`src/include/mcrp_cfg.svh`:
```
// constants for the mac configuration, clock and reset front end
`ifndef MCRP_CFG_SVH
`define MCRP_CFG_SVH
`define MCRP_ADDR_W_AVB      17
`define MCRP_ADDR_W_NOAVB    12
`define MCRP_VEC_W           80
`define MCRP_SPD_HI          66
`define MCRP_SPD_LO          65
`define MCRP_SPD_1G          2'h2
`define MCRP_SPD_100         2'h1
`define MCRP_SPD_10          2'h0
`define MCRP_SPD_RST         2'h2
`define MCRP_REF_KHZ         125000
`define MCRP_RATE_1G_KHZ     125000
`define MCRP_RATE_100_KHZ    25000
`define MCRP_RATE_10_KHZ     2500
`define MCRP_DIV_1G          (`MCRP_REF_KHZ / `MCRP_RATE_1G_KHZ)
`define MCRP_DIV_100         (`MCRP_REF_KHZ / `MCRP_RATE_100_KHZ)
`define MCRP_DIV_10          (`MCRP_REF_KHZ / `MCRP_RATE_10_KHZ)
`define MCRP_RESP_OKAY       2'h0
`endif

```
`src/include/mcrp_pkg.sv`:
```
// types shared by the mac configuration, clock and reset front end
package mcrp_pkg;
    typedef struct packed {
        logic [79:0] rx_cfg;
        logic [79:0] tx_cfg;
        logic [1:0]  speed;
        logic [5:0]  div_cnt;
        logic        tx_clk_en;
        logic        rx_rst_o;
        logic        tx_rst_o;
        logic        bvalid;
        logic        rvalid;
        logic [31:0] rdata;
        logic        wr_pulse;
        logic [16:0] wr_addr;
        logic [31:0] wr_data;
    } mcrp_state_t;
endpackage : mcrp_pkg

```
`src/rtl/mcrp_front.sv`:
```
// configuration vector, speed, transmit clock enable, reset and bus front end
`timescale 1ns/1ns
`include "mcrp_cfg.svh"
// Rules for this block and its surroundings
// bus address is 17 bits with the bridging endpoint, otherwise 12 bits.
// bus handshakes run on the bus clock and idle under the local bus reset.
// without management port, receive settings come from the 80-bit receive vector.
// without management port, transmit settings come from the 80-bit transmit vector.
// every vector bit is registered on entry, so it may change at any time.
// the global reset input, low, resets the whole block asynchronously.
// receive and transmit reset inputs each reset only their own domain.
// active-high receive and transmit reset outputs follow software reset requests.
// transmit clock rate is 125 MHz at 1G, 25 MHz at 100M, 2.5 MHz at 10M.
// the surrounding design supplies a free-running 125 MHz reference clock.
// client transmit logic is clocked from the transmit clock output.
// speed flags follow the two-bit speed field from register or vector.
// with the management port present, both vectors are ignored.
module mcrp_front
    import mcrp_pkg::*;
#(
    parameter bit AVB_EN       = 1'b0,
    parameter bit MGMT_PRESENT = 1'b1,
    parameter int ADDR_W       = AVB_EN ? `MCRP_ADDR_W_AVB : `MCRP_ADDR_W_NOAVB
) (
    input  wire logic              mclk,
    input  wire logic              rst_n,
    input  wire logic              rx_rst_n,
    input  wire logic              tx_rst_n,
    input  wire logic              s_axi_resetn,
    input  wire logic [ADDR_W-1:0] s_axi_awaddr,
    input  wire logic              s_axi_awvalid,
    output logic                   s_axi_awready,
    input  wire logic [31:0]       s_axi_wdata,
    input  wire logic              s_axi_wvalid,
    output logic                   s_axi_wready,
    output logic [1:0]             s_axi_bresp,
    output logic                   s_axi_bvalid,
    input  wire logic              s_axi_bready,
    input  wire logic [ADDR_W-1:0] s_axi_araddr,
    input  wire logic              s_axi_arvalid,
    output logic                   s_axi_arready,
    output logic [31:0]            s_axi_rdata,
    output logic [1:0]             s_axi_rresp,
    output logic                   s_axi_rvalid,
    input  wire logic              s_axi_rready,
    output logic                   reg_wr,
    output logic [ADDR_W-1:0]      reg_waddr,
    output logic [31:0]            reg_wdata,
    output logic [ADDR_W-1:0]      reg_raddr,
    input  wire logic [31:0]       reg_rdata,
    input  wire logic [1:0]        mgmt_speed,
    input  wire logic [79:0]       mgmt_rx_cfg,
    input  wire logic [79:0]       mgmt_tx_cfg,
    input  wire logic [79:0]       rx_mac_config_vector,
    input  wire logic [79:0]       tx_mac_config_vector,
    input  wire logic              sw_rx_reset_req,
    input  wire logic              sw_tx_reset_req,
    output logic [79:0]            rx_cfg_out,
    output logic [79:0]            tx_cfg_out,
    output logic                   rx_reset,
    output logic                   tx_reset,
    output logic                   tx_clk_en,
    output logic                   speed_100_flag,
    output logic                   speed_low_flag
);
    localparam logic [5:0] DIV_1G  = 6'(`MCRP_DIV_1G);
    localparam logic [5:0] DIV_100 = 6'(`MCRP_DIV_100);
    localparam logic [5:0] DIV_10  = 6'(`MCRP_DIV_10);

    logic        rst_meta_reg;
    logic        core_rst_n;
    mcrp_state_t st_reg;
    mcrp_state_t st_next;
    logic        wr_go;
    logic        rd_go;
    logic [1:0]  spd_sel;
    logic [5:0]  div_lim;

    // two-stage release of the global reset; assertion stays asynchronous
    always_ff @(posedge mclk or negedge rst_n) begin
        if (!rst_n) begin
            rst_meta_reg <= 1'b0;
            core_rst_n   <= 1'b0;
        end else begin
            rst_meta_reg <= 1'b1;
            core_rst_n   <= rst_meta_reg;
        end
    end

    // write taken only with address and data together, read when no answer is pending
    assign wr_go         = s_axi_awvalid && s_axi_wvalid && !st_reg.bvalid && s_axi_resetn;
    assign rd_go         = s_axi_arvalid && !st_reg.rvalid && s_axi_resetn;
    assign s_axi_awready = wr_go;
    assign s_axi_wready  = wr_go;
    assign s_axi_arready = rd_go;
    assign reg_raddr     = s_axi_araddr; // read data sampled in the accepting cycle

    // speed source: management contents win over the vector when the port exists
    assign spd_sel = MGMT_PRESENT ? mgmt_speed
                                  : st_reg.tx_cfg[`MCRP_SPD_HI:`MCRP_SPD_LO];

    // divide ratio against the 125 MHz reference rate
    always_comb begin
        case (st_reg.speed)
            `MCRP_SPD_1G:  div_lim = DIV_1G;
            `MCRP_SPD_100: div_lim = DIV_100;
            default:       div_lim = DIV_10;
        endcase
    end

    // next state of the whole block
    always_comb begin
        st_next          = st_reg;
        st_next.wr_pulse = 1'b0;
        // vectors are flopped on entry so they may be driven asynchronously
        st_next.rx_cfg = MGMT_PRESENT ? mgmt_rx_cfg : rx_mac_config_vector;
        st_next.tx_cfg = MGMT_PRESENT ? mgmt_tx_cfg : tx_mac_config_vector;
        st_next.rx_rst_o = sw_rx_reset_req;
        st_next.tx_rst_o = sw_tx_reset_req;
        st_next.speed    = spd_sel;
        // a speed change restarts the divider, so the enable fires in that same cycle
        if (spd_sel != st_reg.speed || st_reg.div_cnt >= div_lim - 6'h01) begin
            st_next.div_cnt = 6'h00;
        end else begin
            st_next.div_cnt = st_reg.div_cnt + 6'h01;
        end
        st_next.tx_clk_en = (st_next.div_cnt == 6'h00);
        // bus answers hold until the master takes them
        if (st_reg.bvalid && s_axi_bready) begin
            st_next.bvalid = 1'b0;
        end
        if (st_reg.rvalid && s_axi_rready) begin
            st_next.rvalid = 1'b0;
        end
        if (wr_go) begin
            st_next.bvalid   = 1'b1;
            st_next.wr_pulse = 1'b1;
            st_next.wr_addr  = 17'(s_axi_awaddr);
            st_next.wr_data  = s_axi_wdata;
        end
        if (rd_go) begin
            st_next.rvalid = 1'b1;
            st_next.rdata  = reg_rdata;
        end
        // local domain resets touch only their own state
        if (!s_axi_resetn) begin
            st_next.bvalid   = 1'b0;
            st_next.rvalid   = 1'b0;
            st_next.wr_pulse = 1'b0;
        end
        if (!rx_rst_n) begin
            st_next.rx_cfg = '0;
        end
        if (!tx_rst_n) begin
            st_next.tx_cfg    = '0;
            st_next.speed     = `MCRP_SPD_RST;
            st_next.div_cnt   = 6'h00;
            st_next.tx_clk_en = 1'b0;
        end
    end

    // single state register, cleared by the global reset (speed loaded with the 1G code) regardless of other inputs
    always_ff @(posedge mclk or negedge core_rst_n) begin
        if (!core_rst_n) begin
            st_reg       <= '0;
            st_reg.speed <= `MCRP_SPD_RST;
        end else begin
            st_reg <= st_next;
        end
    end

    // outputs from flops, responses tied to OKAY, speed flags decoded from the speed flop
    assign s_axi_bvalid   = st_reg.bvalid;
    assign s_axi_bresp    = `MCRP_RESP_OKAY;
    assign s_axi_rvalid   = st_reg.rvalid;
    assign s_axi_rdata    = st_reg.rdata;
    assign s_axi_rresp    = `MCRP_RESP_OKAY;
    assign reg_wr         = st_reg.wr_pulse;
    assign reg_waddr      = ADDR_W'(st_reg.wr_addr);
    assign reg_wdata      = st_reg.wr_data;
    assign rx_cfg_out     = st_reg.rx_cfg;
    assign tx_cfg_out     = st_reg.tx_cfg;
    assign rx_reset       = st_reg.rx_rst_o;
    assign tx_reset       = st_reg.tx_rst_o;
    assign tx_clk_en      = st_reg.tx_clk_en;
    assign speed_100_flag = (st_reg.speed == `MCRP_SPD_100);
    assign speed_low_flag = (st_reg.speed != `MCRP_SPD_1G);

    // checks beside the logic
    a_addr_width: assert property (@(posedge mclk)
        $bits(s_axi_awaddr) == (AVB_EN ? 17 : 12) && $bits(s_axi_araddr) == $bits(s_axi_awaddr))
        else $error("bus address width wrong");
    a_write_answer: assert property (@(posedge mclk) disable iff (!core_rst_n)
        s_axi_awvalid && s_axi_awready && s_axi_wvalid |=> s_axi_bvalid && reg_wr)
        else $error("write not answered next cycle");
    a_read_hold: assert property (@(posedge mclk) disable iff (!core_rst_n || !s_axi_resetn)
        s_axi_rvalid && !s_axi_rready |=> s_axi_rvalid && $stable(s_axi_rdata))
        else $error("read answer dropped early");
    a_bus_idle: assert property (@(posedge mclk) disable iff (!core_rst_n)
        !s_axi_resetn |=> !s_axi_bvalid && !s_axi_rvalid && !reg_wr)
        else $error("bus not idle under local reset");
    a_rx_vector: assert property (@(posedge mclk) disable iff (!core_rst_n)
        !MGMT_PRESENT && rx_rst_n |=> rx_cfg_out == $past(rx_mac_config_vector))
        else $error("receive vector not taken");
    a_tx_vector: assert property (@(posedge mclk) disable iff (!core_rst_n)
        !MGMT_PRESENT && tx_rst_n |=> tx_cfg_out == $past(tx_mac_config_vector))
        else $error("transmit vector not taken");
    // a steady vector must give a steady output, whatever the vector did inside the cycle
    a_vector_flopped: assert property (@(posedge mclk) disable iff (!core_rst_n)
        !MGMT_PRESENT && rx_rst_n && $past(rx_rst_n) && $past(core_rst_n)
            && $stable(rx_mac_config_vector) |=> $stable(rx_cfg_out))
        else $error("config output moved without a registered input");
    a_global_reset: assert property (@(posedge mclk)
        !core_rst_n |-> !rx_reset && !tx_reset && !s_axi_bvalid && !tx_clk_en && rx_cfg_out == '0)
        else $error("global reset did not clear state");
    a_rx_only: assert property (@(posedge mclk) disable iff (!core_rst_n)
        !rx_rst_n && tx_rst_n && !MGMT_PRESENT |=> rx_cfg_out == '0
            && tx_cfg_out == $past(tx_mac_config_vector))
        else $error("receive reset leaked into transmit side");
    a_sw_reset: assert property (@(posedge mclk) disable iff (!core_rst_n)
        sw_tx_reset_req ##1 sw_tx_reset_req |-> tx_reset)
        else $error("transmit reset output not following request");
    a_tick_100: assert property (@(posedge mclk) disable iff (!core_rst_n || !tx_rst_n)
        tx_clk_en && speed_100_flag ##1 speed_100_flag [*5]
            |-> tx_clk_en && !$past(tx_clk_en))
        else $error("100M enable spacing not five cycles");
    a_tick_10: assert property (@(posedge mclk) disable iff (!core_rst_n || !tx_rst_n)
        tx_clk_en && st_reg.speed == 2'h0 |=> !tx_clk_en [*8])
        else $error("10M enable too frequent");
    a_speed_flag: assert property (@(posedge mclk) disable iff (!core_rst_n || !tx_rst_n)
        1'b1 |=> speed_low_flag == (MGMT_PRESENT ? ($past(mgmt_speed) != `MCRP_SPD_1G)
            : ($past(tx_cfg_out[`MCRP_SPD_HI:`MCRP_SPD_LO]) != `MCRP_SPD_1G)))
        else $error("speed flag not following speed field");
    a_mgmt_wins: assert property (@(posedge mclk) disable iff (!core_rst_n || !tx_rst_n)
        MGMT_PRESENT |=> tx_cfg_out == $past(mgmt_tx_cfg))
        else $error("vector used while management port present");
    c_write: cover property (@(posedge mclk) disable iff (!core_rst_n) wr_go ##1 s_axi_bvalid);
    c_read: cover property (@(posedge mclk) disable iff (!core_rst_n) rd_go ##1 s_axi_rvalid);
    c_slow: cover property (@(posedge mclk) disable iff (!core_rst_n)
        tx_clk_en && st_reg.speed == 2'h0);
    c_swrst: cover property (@(posedge mclk) disable iff (!core_rst_n) rx_reset && tx_reset);
endmodule : mcrp_front

```
`config.mk`:
```
export PLATFORM = sky130hd
export DESIGN_NAME = mcrp_front
export DESIGN_NICKNAME = d
export VERILOG_FILES = /design/src/include/mcrp_pkg.sv /design/src/rtl/mcrp_front.sv
export VERILOG_INCLUDE_DIRS = /design/src /design/src/include
export SDC_FILE = /design/constraint.sdc
export NUM_CORES = 1
export LEC_CHECK = 0
export BUFFER_PORTS_ARGS = -buffer_cell sky130_fd_sc_hd__buf_4
export CORE_AREA = 5 5 266 268
export DETAILED_ROUTE_END_ITERATION = 12
export DIE_AREA = 0 0 271 273
export MAX_ROUTING_LAYER = met4
export PLACE_DENSITY_LB_ADDON = 0.12
export SETUP_SLACK_MARGIN = 0.4
export SKIP_CTS_REPAIR_TIMING = 1
export SLEW_MARGIN = 40
export SYNTH_ARGS = -nofsm -noshare
export SYNTH_HDL_FRONTEND = slang
export SYNTH_SLANG_ARGS = --single-unit
```
`constraint.sdc`:
```
create_clock -name mclk -period 20.9 [get_ports mclk]
set_input_delay 1.045 -clock mclk [delete_from_list [all_inputs] [get_ports mclk]]
set_output_delay 1.045 -clock mclk [all_outputs]
set_load 0.01 [all_outputs]
```
* Yosys cells after proc, flatten, opt, wreduce, memory -nomap -nowiden
Cells that the tools add are included.
** Cells by class
- Add/sub/neg operators :: 2
- Magnitude comparators :: 1
- Equality and inequality tests :: 6
- Reductions and logical operators :: 11
- Mux-type cells :: 11
** Operators with widths (number)
- $mux W89 :: 1
- $mux W80 :: 1
- $mux W50 :: 1
- $mux W33 :: 1
- $pmux W6 S2 :: 1
- $logic_and A1 B1 Y1 :: 7
- $add A6 B1 Y6 const B :: 1
- $ge A6 B6 Y1 :: 1
- $logic_not A6 Y1 :: 1
- $mux W6 :: 1
- $ne A3 B1 Y1 const B :: 2
- $sub A6 B1 Y6 const B :: 1
- $mux W1 :: 4
- $eq A2 B1 Y1 const B :: 1
- $eq A2 B2 Y1 const B :: 1
- $logic_not A1 Y1 :: 2
- $mux W2 :: 1
- $ne A2 B2 Y1 :: 1
- $ne A2 B2 Y1 const B :: 1
- $logic_or A1 B1 Y1 :: 1
** Word-level totals
- Output and inout bits :: 263
- Logic and storage cells :: 46
- Input bits :: 422
- Flip-flop bits (word level) :: 252

* Depth between registers and ports, before layout
Gate-level depths: netlist of run 1.
- Word-level depth :: 8
- Depth in mapped cells :: 8
- Gate-level depth less buffers :: 8

* Least setup slack after synthesis of run 1
Ideal clock, no wire load.
- Path type :: in2out
- From :: in s_axi_wvalid
- To :: out s_axi_wready
- Data arrival time :: 1.612 ns
- Slack :: 18.243 ns
- Buffers on the path :: 2
- Stages :: 4
- Data required time :: 19.855 ns
- Cells stage by stage :: nand4b_4 > clkinv_2 > buf_6 > buf_4
** Between the ends
- Cells in the longest elaborated chain, start to end :: 3
** RTL lines
- from (decl) :: line mcrp_front.sv:34 : input wire logic s_axi_wvalid,
- $logic_and A1 B1 Y1 (3 in a row) :: line mcrp_front.sv:91 : assign wr_go = s_axi_awvalid && s_axi_wvalid && !st_reg.bvalid && s_axi_resetn;
- to (decl) :: line mcrp_front.sv:35 : output logic s_axi_wready,
No other way between the ends.

* Final worst setup path of run 1
- From :: in s_axi_resetn
- To :: out s_axi_wready
** Between the ends
- Cells in the longest elaborated chain, start to end :: 1
** RTL lines
- from (decl) :: line mcrp_front.sv:29 : input wire logic s_axi_resetn,
- $logic_and A1 B1 Y1 :: line mcrp_front.sv:91
No other way between the ends.

==> results.md, run 1 <==
* DP Worst Slack at between 15 and 20 ns
* Post-route DRC at 0
* Most used cell, CP: buf_4
* CTS Root Cell: clkbuf_16
* Mean Syn Cell Area at 10.8 µm²
* Post-route insts no fill at 2151
* Worst hold slack at about 0.2 ns
* Setup violators final at 0
* Tightest Pin Transition at between 0.7 and 0.8 ns
* Worst-case clock skew at between 0.009 and 0.01 ns
* Htree depth at 2
* Worst setup EP type: output port
* Worst VDD drop at between 0.04 and 0.05 mV
* Pin count of the biggest net entering global routing at 86
* Setup TNS at 0 ns
* Initial core utilization at 15.6%
* Yosys reg bits at 252
* Vias in the first global route at 7563
* Placed Cells at 2088
* Most frequent cells in the layout: 498 x buf_4, 250 x dfrtp_1, 234 x nand2_1
* Port Buffer Count at approximately 500
* Final wirelength at about 35000 µm
* Die Y at around 270 µm
* CTS max path bufs at 3
* Min-delay worst type: reg -> async
* Area delta synth->final at 38.5%
* Final Hold Fails at 0
* Commonest non-fill, non-tap cell in the layout: buf_4
* Fraction of layout cells with a size suffix above 1 at between 40% and 50%
* Fill count at roughly 7400
* Minimum clock period after layout at 3.98 ns
* Kind of critical path: in -> out
* Multi-input gate area at 2270 µm²
* Row cnt at 96
* Reg clk slew, reported paths at 0.05 ns
* CP max-delay cell: clkinv_2
* Worst Path Max Fanout at 47
* Worst Path Arrival at roughly 2.9 ns
* Post-synthesis sequential area ratio at 59.2%
* Final worst slack at 16.92 ns
* Num CTS Buffers at 37
* Max incr delay on CP at 0.75 ns
* Gr ovfl total at 0
* Unique masters post-synth at 32
* DP HPWL at 24900 µm
* Avg WL per Cell at 16.1 µm
* Yosys warns at 0
* Horiz. Die Dim at 271 µm
* DRT Pass-1 Iters at 4
* Ys async rst share at 100%
* RSZ-0062 raised after global routing: no
* Crit-path cells: buf_4, nand4b_4, buf_4, clkinv_2, buf_4
* P_leak at 7.60 nW
* Antenna violations before repair at 2
* Global Route Usage Sum at under 10%
* Slew HR at 49.1%
* R2R setup slack at about 19 ns
* Final #Nets at 1675
* Pwr Density at 94.5 nW/µm²
* Via count at 6837
* Clock latency on the worst-skew pair at between 0.5 and 0.6 ns
* First-pass GRT wire length at 50400 µm
* Status: finished clean
* Fmax at 0.251 GHz
* Sequential Area at approximately 6300 µm²
* DR vias/cell at 3.18
* Drt initial violations at about 250
* Clock sink total at roughly 250
* Mapped Cells at 984
* Tcrit/Tclk final at 19.0%
* Ys flop type: dfrtp_1
* Req. time, crit path at 19.85 ns
* MaxCap Viol Count at 0
* Core footprint at 68100 µm²
* Fin. max-slew vios at 0
* ANT nets after route at 0
* Synthesized area at 10700 µm²
* EDFF count, synth at 0
* Die ar. at around 74000 µm²
* GP Congestion at 0.721
* CTS tree: built
* Startpoint Class: input port
* I/O Pins at 685
==> through the flow <==
stage / utilization (%) / instance area [µm²] / power [mW]
finish: 21.7 / 14800 / 1.39
detailed placement: 19.8 / 13500 / 0.761
floorplan: - / 10700 / 0.688
global placement: 19.8 / 13500 / 0.761
global route: 21.7 / 14800 / 1.48
CTS: 21.7 / 14800 / 1.44
==> Yosys cell counts (all sizes together) (2+ instances only) <==
cell type  instances  share of area (%)
and2             161                9.5
xor2               2               0.16
dfrtp            251                 59
buf              263                 19
nor2               7               0.25
nand3              3               0.19
a21oi              2              0.094
xnor2              5               0.41
ha                 8               0.94
conb               2              0.070
inv                8               0.28
nor3b              2               0.14
clkbuf            21               0.74
o211a              2               0.19
nand2            234                8.2
==> path summary, 6_finish.rpt <==
kind                         startpoint               to  depth (start not counted)
max in group asynchronous    core_rst_n  s_axi_rdata[31]                          2
min in group mclk          rst_meta_reg       core_rst_n                          0
setup reg to reg           s_axi_bvalid    reg_wdata[19]                          5
hold reg to reg              core_rst_n    tx_cfg_out[9]                          0
hold / removal               core_rst_n    tx_cfg_out[9]                          0
setup / recovery           s_axi_resetn     s_axi_wready                          5
==> worst max-delay path, delay by kind of cell <==
| kind | cells | cell delay (ns) |
|---|---|---|
| buffers and inverters | 4 | 1.77 |
| AND/OR/NAND/NOR | 1 | 0.08 |
==> metal layers <==
layer	routed length (µm)	share of wire, %	up-vias	track usage [%]
li1	-	-	3257	-
met1	12400	36	3226	9.51
met2	17500	51	298	15.5
met3	3910	11	56	4.70
met4	765	2.2	0	2.59
met5	0	0	-	-
==> layout make-up <==
| class | count | area share, % |
|---|---|---|
| sequential | 252 | 42.8 |
| timing repair buffer | 502 | 25.6 |
| multi-input combinational | 443 | 15.4 |
| clock buffer | 52 | 7.48 |
| tap | 882 | 7.48 |
| clock inverter | 9 | 1.03 |
| inverter | 9 | 0.237 |
| antenna | 2 | 0.0339 |
==> cell families (layout without fill, tap and decap cells) <==
group,after synthesis,count (layout),synth area share [%]
and+or+nand+nor,413,413,18.9
xor gates and xnor gates,7,7,0.575
AOI/OAI and AO/OA,9,9,0.646
adders and majority gates,8,8,0.939
DFF,252,252,59.2
buffers and inverters,293,572,19.7
other,2,8,0.0705
==> where the power goes <==
group | internal, mW | switching (mW)
Sequential | 0.531 | 0.0193
Clock | 0.415 | 0.235
Combinational | 0.102 | 0.0924
(Power assumes the default switching activity.)
==> inputs of run 2 (changes only) <==
--- a/config.mk
+++ b/config.mk
@@ -7,9 +7,9 @@
 export NUM_CORES = 1
 export LEC_CHECK = 0
 export BUFFER_PORTS_ARGS = -buffer_cell sky130_fd_sc_hd__buf_4
-export CORE_AREA = 5 5 266 268
+export CORE_AREA = 5 5 264 266
 export DETAILED_ROUTE_END_ITERATION = 12
-export DIE_AREA = 0 0 271 273
+export DIE_AREA = 0 0 269 271
 export MAX_ROUTING_LAYER = met4
 export PLACE_DENSITY_LB_ADDON = 0.12
 export SETUP_SLACK_MARGIN = 0.4
==> constraint.sdc (replaced) <==
create_clock -name mclk -period 3.4 [get_ports mclk]
set_input_delay 0.17 -clock mclk [delete_from_list [all_inputs] [get_ports mclk]]
set_output_delay 0.17 -clock mclk [all_outputs]
set_load 0.01 [all_outputs]
==> run 2 against run 1 <==
Net effect: setup slack got worse by 16 ns; combinational power rose to 7.5 times the previous value; flip-flop and latch count did not move; die area fell by 1.5%; global-route usage rose by 0.062 points; clock skew rose by 0.010 ns; critical path type is now reg -> out; highest routed layer unchanged.
==> results.md, run 2 (synthesis gave the netlist of run 1 again) <==
* Status: finished clean
* Die ar. at 72900 µm² (-1.5%)
* Tightest Pin Transition at 0.692 ns (-0.0705 ns)
* Worst Path Max Fanout at 33 (-30%)
* Drt initial violations at 204 (-19%)
* Slew HR at 53.8% (+4.7 points)
* Delay-heaviest family, CP: buffers and inverters
* Design Power at 8.71 mW (+520%)
* Core footprint at 66800 µm² (-1.9%)
* Final wirelength at 35500 µm (+2.8%)
* Row cnt at 95 (-1.0%)
* Worst setup EP type: output port
* Die Y at 271 µm (-0.73%)
* Htree depth at 2 (unchanged)
* CTS Root Cell: clkbuf_16
* CP max-delay cell: inv_2
* CTS tree: built
* Initial core utilization at 16.0% (+0.31 points)
* Post-route DRC at 0 (unchanged)
* Most Used Layer, Global Route: met2
* Avg WL per Cell at 14.8 µm (-7.9%)
* DRT Pass-1 Iters at 4 (unchanged)
* Max incr delay on CP at 0.56 ns (-0.19 ns)
* Port Buffer Count at 496 (unchanged)
* Num CTS Buffers at 36 (-2.7%)
* Final Hold Fails at 0 (unchanged)
* Fin. max-slew vios at 0 (unchanged)
* Kind of critical path: reg -> out
* Startpoint Class: register
* Vias in the first global route at 7551 (-0.16%)
* Area delta synth->final at 62.3%
* Most used cell, CP: buf_4
* Most frequent cells in the layout: 505 x buf_4, 250 x dfrtp_1, 246 x dlygate4sd3_1
* CTS max path bufs at 3 (unchanged)
* Clock latency on the worst-skew pair at 0.53 ns (about the same)
* P_leak at 8.68 nW (+14%)
* Worst Path Arrival at 2.25 ns (-0.68 ns)
* DR vias/cell at 3.24 (+2.0%)
* Horiz. Die Dim at 269 µm (-0.74%)
* I/O Pins at 685 (unchanged)
* Req. time, crit path at 3.23 ns (-16.62 ns)
* DP HPWL at 25100 µm (+1.1%)
* Setup violators final at 0 (unchanged)
* Worst VDD drop at 0.306 mV (+580%)
* Min-delay worst type: in -> reg
* Commonest non-fill, non-tap cell in the layout: buf_4
* Pwr Density at 504 nW/µm² (+430%)
* Final worst slack at 0.980 ns (-15.94 ns)
* DP Worst Slack at 1.44 ns (-15.36 ns)
* Final Util at 25.9% (+4.2 points)
* Setup TNS at 0 ns (unchanged)
* M1 GR Usage at 9.55% (+0.044 points)
* Gr ovfl total at 0 (unchanged)
* GP Congestion at 0.723 (+0.37%)
* Crit-path cells: nand3b_2, buf_4, inv_2, buf_4
* First-pass GRT wire length at 49500 µm (-1.9%)
* R2R setup slack at 1.50 ns (-17.10 ns)
* Fraction of layout cells with a size suffix above 1 at 37.9% (-6.9 points)
* MaxCap Viol Count at 0 (unchanged)
* Via count at 7783 (+14%)
* Fmax at 0.413 GHz
* Met3 Track Usage GR at 3.95% (-0.74 points)
* Worst-case clock skew at 0.0194 ns (+0.0101 ns)
* Clock sink total at 252 (unchanged)
* Minimum clock period after layout at ~2.4 ns
* Global Route Usage Sum at 9.26% (+0.062 points)
* Reg clk slew, reported paths at 0.05 ns (about the same)
* Final #Nets at 1928 (+15%)
* Tcrit/Tclk final at a little under three quarters
* ANT nets after route at 0 (unchanged)
* Grt met2 use at 15.9% (+0.38 points)
* Worst Path Buf+Inv at 3 (-1)
* Antenna violations before repair at 4 (+2)
* Pin count of the biggest net entering global routing at 81 (-5.8%)
* RSZ-0062 raised after global routing: no
run 2: cell count changes in the layout (fill, tap and decap cells not counted), moves of 2 or more:
cell / change
dlygate4sd3_1: +246
buf_4: +7
buf_12: +5
buf_6: -4
clkinv_2: +5
clkbuf_16: -2
diode_2: +3
run 2: final timing paths:
path,from,to,cells after the start
min in group asynchronous,core_rst_n,tx_cfg_out[13],0
max in group asynchronous,core_rst_n,tx_cfg_out[44],2
worst min-delay path,rx_rst_n,rx_cfg_out[22],2
worst max register to register,st_reg[94],st_reg[90],6
worst max-delay path,s_axi_rvalid,s_axi_arready,4
worst min register to register,core_rst_n,tx_cfg_out[13],0
run 2: stage by stage:
| stage | hold WS [ns] | std cells | instance area, µm² |
|---|---|---|---|
| 6_report | 0.0877 | 2401 | 17300 |
| 3_3_place_gp | -0.0466 | 2085 | 13600 |
| 3_5_place_dp | -0.0461 | 2085 | 13600 |
| 5_1_grt | 0.0852 | 2399 | 17300 |
| 4_1_cts | -0.657 | 2148 | 14800 |
| 2_1_floorplan | -0.126 | 988 | 10700 |
run 2: final cells by class:
cell class / count / area, µm²
inverters: 9 / 35.0
repair buffers: 756 / 6350
clock inverters: 14 / 178
multi-input cells: 443 / 2270
fillers: 7157 / 49500
clock buffers: 49 / 1040
flip-flops and latches: 252 / 6310
diodes: 5 / 12.5
well taps: 873 / 1090
run 2: worst register-to-register path, cell delays in order (launching register included):
cell and delay, ns:
dfstp_2 0.54, ha_1 0.25, ha_1 0.28, nor3b_1 0.19, o31a_1 0.16, nand3_1 0.23
nor2_1 0.18
run 2: where the power goes:
part	internal (mW)	switching [mW]	total, mW	leakage, nW
clock	2.44	1.43	3.87	0.609
sequential	3.27	0.124	3.39	3.21
combinational	0.823	0.628	1.45	4.86
run 2: routing by layer:
metal  up-vias  part of all wire, %
li1       3765                    -
met1      3680                   37
met2       281                   52
met3        57                  8.5
met4         0                  2.5
met5         -                    0
==> inputs of run 3 (changes only) <==
--- a/config.mk
+++ b/config.mk
@@ -7,9 +7,9 @@
 export NUM_CORES = 1
 export LEC_CHECK = 0
 export BUFFER_PORTS_ARGS = -buffer_cell sky130_fd_sc_hd__buf_4
-export CORE_AREA = 5 5 264 266
+export CORE_AREA = 5 5 267 269
 export DETAILED_ROUTE_END_ITERATION = 12
-export DIE_AREA = 0 0 269 271
+export DIE_AREA = 0 0 272 274
 export MAX_ROUTING_LAYER = met4
 export PLACE_DENSITY_LB_ADDON = 0.12
 export SETUP_SLACK_MARGIN = 0.4
==> constraint.sdc (replaced) <==
create_clock -name mclk -period 2.4 [get_ports mclk]
set_input_delay 0.12 -clock mclk [delete_from_list [all_inputs] [get_ports mclk]]
set_output_delay 0.12 -clock mclk [all_outputs]
set_load 0.01 [all_outputs]
==> run 3 against run 2 <==
Net effect: global-route usage hardly changed; first-iteration DRC count is 19% higher; power is 41% higher; critical path type is now reg -> reg; critical endpoint is now st_reg[90].
==> results.md, run 3 (synthesis gave the netlist of run 1 again) <==
* M1 WL at 14400 µm (+9.0%)
* Clock latency on the worst-skew pair at 0.54 ns (about the same)
* Post-route insts no fill at 2409 (+0.33%)
* Reg clk slew, reported paths at 0.06 ns (about the same)
* Clock sink total at 252 (unchanged)
* Horiz. Die Dim at 272 µm (+1.1%)
* I/O Pins at 685 (unchanged)
* Tightest Pin Transition at 0.672 ns (-0.0199 ns)
* Global Route Usage Sum at 9.27% (about the same)
* Initial core utilization at 15.6% (-0.36 points)
* Clk pwr share at 44.2% (-0.2 points)
* DRT Pass-1 Iters at 4 (unchanged)
* MaxCap Viol Count at 0 (unchanged)
* Max incr delay on CP at 0.55 ns (about the same)
* Worst Path Arrival at 2.32 ns (+0.07 ns)
* GP Congestion at 0.726 (+0.30%)
* DR vias/cell at 3.24 (about the same)
* R2R Path Start: st_reg[94]
* CTS Root Cell: clkbuf_16
* Setup TNS at 0 ns (unchanged)
* Core footprint at 68300 µm² (+2.3%)
* Minimum clock period after layout at 1.86 ns
* Hold Startpoint: s_axi_awvalid
* DP HPWL at 25600 µm (+1.7%)
* Antenna violations before repair at 9 (+5)
* Row cnt at 96 (+1.1%)
* Flop pwr share at 39.2% (+0.3 points)
* Fraction of layout cells with a size suffix above 1 at 37.5% (-0.34 points)
* Post-route cell area at 17300 µm² (-0.16%)
* Most frequent cells in the layout: 499 x buf_4, 250 x dfrtp_1, 246 x dlygate4sd3_1
* Fmax at 0.538 GHz
* Most used cell, CP: ha_1
* Drt initial violations at 242 (+19%)
* CTS max path bufs at 3 (unchanged)
* First-pass GRT wire length at 50500 µm (+2.0%)
* Worst VDD drop at 0.419 mV (+37%)
* Avg WL per Cell at 14.9 µm (+1.0%)
* Met2 WL post-DR at 16800 µm (-8.6%)
* Comb power frac at 16.7% (about the same)
* Gr ovfl total at 0 (unchanged)
* Htree depth at 2 (unchanged)
* Met3 routed WL at 4050 µm (+33%)
* Final #Nets at 1922 (-0.31%)
* Worst Path Max Fanout at 6 (-82%)
* Post-route DRC at 0 (unchanged)
* Final wirelength at 36000 µm (+1.4%)
* Dpl cell area at 13600 µm² (about the same)
* Delay-heaviest family, CP: flip-flops
* Worst setup EP type: register
* Multi-input gate area at 2280 µm² (+0.66%)
* Top Layer Used: met4
* Vias in the first global route at 7515 (-0.48%)
* Pwr Density at 711 nW/µm² (+41%)
* Setup violators final at 0 (unchanged)
* R2R setup slack at 0.54 ns (-0.96 ns)
* Startpoint Class: register
* P_leak at 8.63 nW (-0.59%)
* Worst Path Buf+Inv at 0 (-3)
* Commonest non-fill, non-tap cell in the layout: buf_4
* Req. time, crit path at 2.86 ns (-0.37 ns)
* Area delta synth->final at 62.0%
* Fin. max-slew vios at 0 (unchanged)
* Sequential Area at 6310 µm² (unchanged)
* P_sw at 3.15 mW (+44%)
* Min-delay worst type: in -> reg
* CP max-delay cell: dfstp_2
* Worst-case clock skew at 0.0221 ns (+0.00271 ns)
* Crit-path cells: ha_1, ha_1, nor3b_1, o31a_1, nand3_4, nor2_1
* Worst hold slack at 0.0620 ns (-0.0257 ns)
* Die Y at 274 µm (+1.1%)
* Status: finished clean
* RSZ-0062 raised after global routing: no
* Pin count of the biggest net entering global routing at 81 (unchanged)
* Fill count at 7293 (+1.9%)
* ANT nets after route at 0 (unchanged)
* Slew HR at 55.2% (+1.3 points)
* CP Launch Point: st_reg[94]
* CTS tree: built
* Tcrit/Tclk final at 77.4%
* Num CTS Buffers at 36 (unchanged)
* Via count at 7804 (+0.27%)
* Cell internal pwr at 9.13 mW (+40%)
* Kind of critical path: reg -> reg
* Port Buffer Count at 496 (unchanged)
* Final Hold Fails at 0 (unchanged)
* Die ar. at 74500 µm² (+2.2%)
* Sw Ratio at 25.6% (+0.59 points)
* Placed Cells at 2090 (+0.24%)
## run 3: per-stage QoR
step | utilization [%] | setup WS (ns) | power, mW
final | 25.3 | 0.542 | 12.3
after global routing | 25.3 | 0.438 | 13.0
after CTS | 21.6 | 0.0705 | 12.3
after detailed placement | 19.8 | 0.428 | 6.65
after global placement | 19.8 | 0.452 | 6.65
after floorplan | - | -0.132 | 5.99
## run 3: worst paths after layout
check                                       to  cells past startpoint
worst max-delay path                st_reg[90]                      6
worst max register to register      st_reg[90]                      6
min in group asynchronous        tx_cfg_out[6]                      0
max in group asynchronous       tx_cfg_out[26]                      1
worst min-delay path                    reg_wr                      3
worst min register to register   tx_cfg_out[6]                      0
## run 3: power by group through the flow
| stage | Sequential, mW | Clock, mW | Combinational (mW) |
|---|---|---|---|
| after global placement | 4.88 | 0 | 1.77 |
| after detailed placement | 4.88 | 0 | 1.77 |
| after global routing | 4.86 | 5.91 | 2.26 |
| after floorplan | 4.88 | 0 | 1.11 |
| after CTS | 4.81 | 5.71 | 1.77 |
| final | 4.81 | 5.42 | 2.05 |
## run 3: metal layers
metal  vias to the layer above  track usage [%]
li1                       3767                -
met1                      3661             10.4
met2                       327             14.2
met3                        49             5.28
met4                         0             2.64
met5                         -                -
## run 3: worst register-to-register path: stages, from the launching register on
cell and delay [ns]:
dfstp_2 0.55, ha_1 0.25, ha_1 0.28, nor3b_1 0.22, o31a_1 0.22, nand3_4 0.14, nor2_1 0.14
## run 3: layout make-up
class | instances | share of cell area [%]
diodes | 9 | 0.130
clock buffers | 51 | 6.02
clock inverters | 13 | 0.892
inverters | 9 | 0.239
multi-input cells | 443 | 13.2
flip-flops and latches | 252 | 36.6
well taps | 882 | 6.39
repair buffers | 750 | 36.5
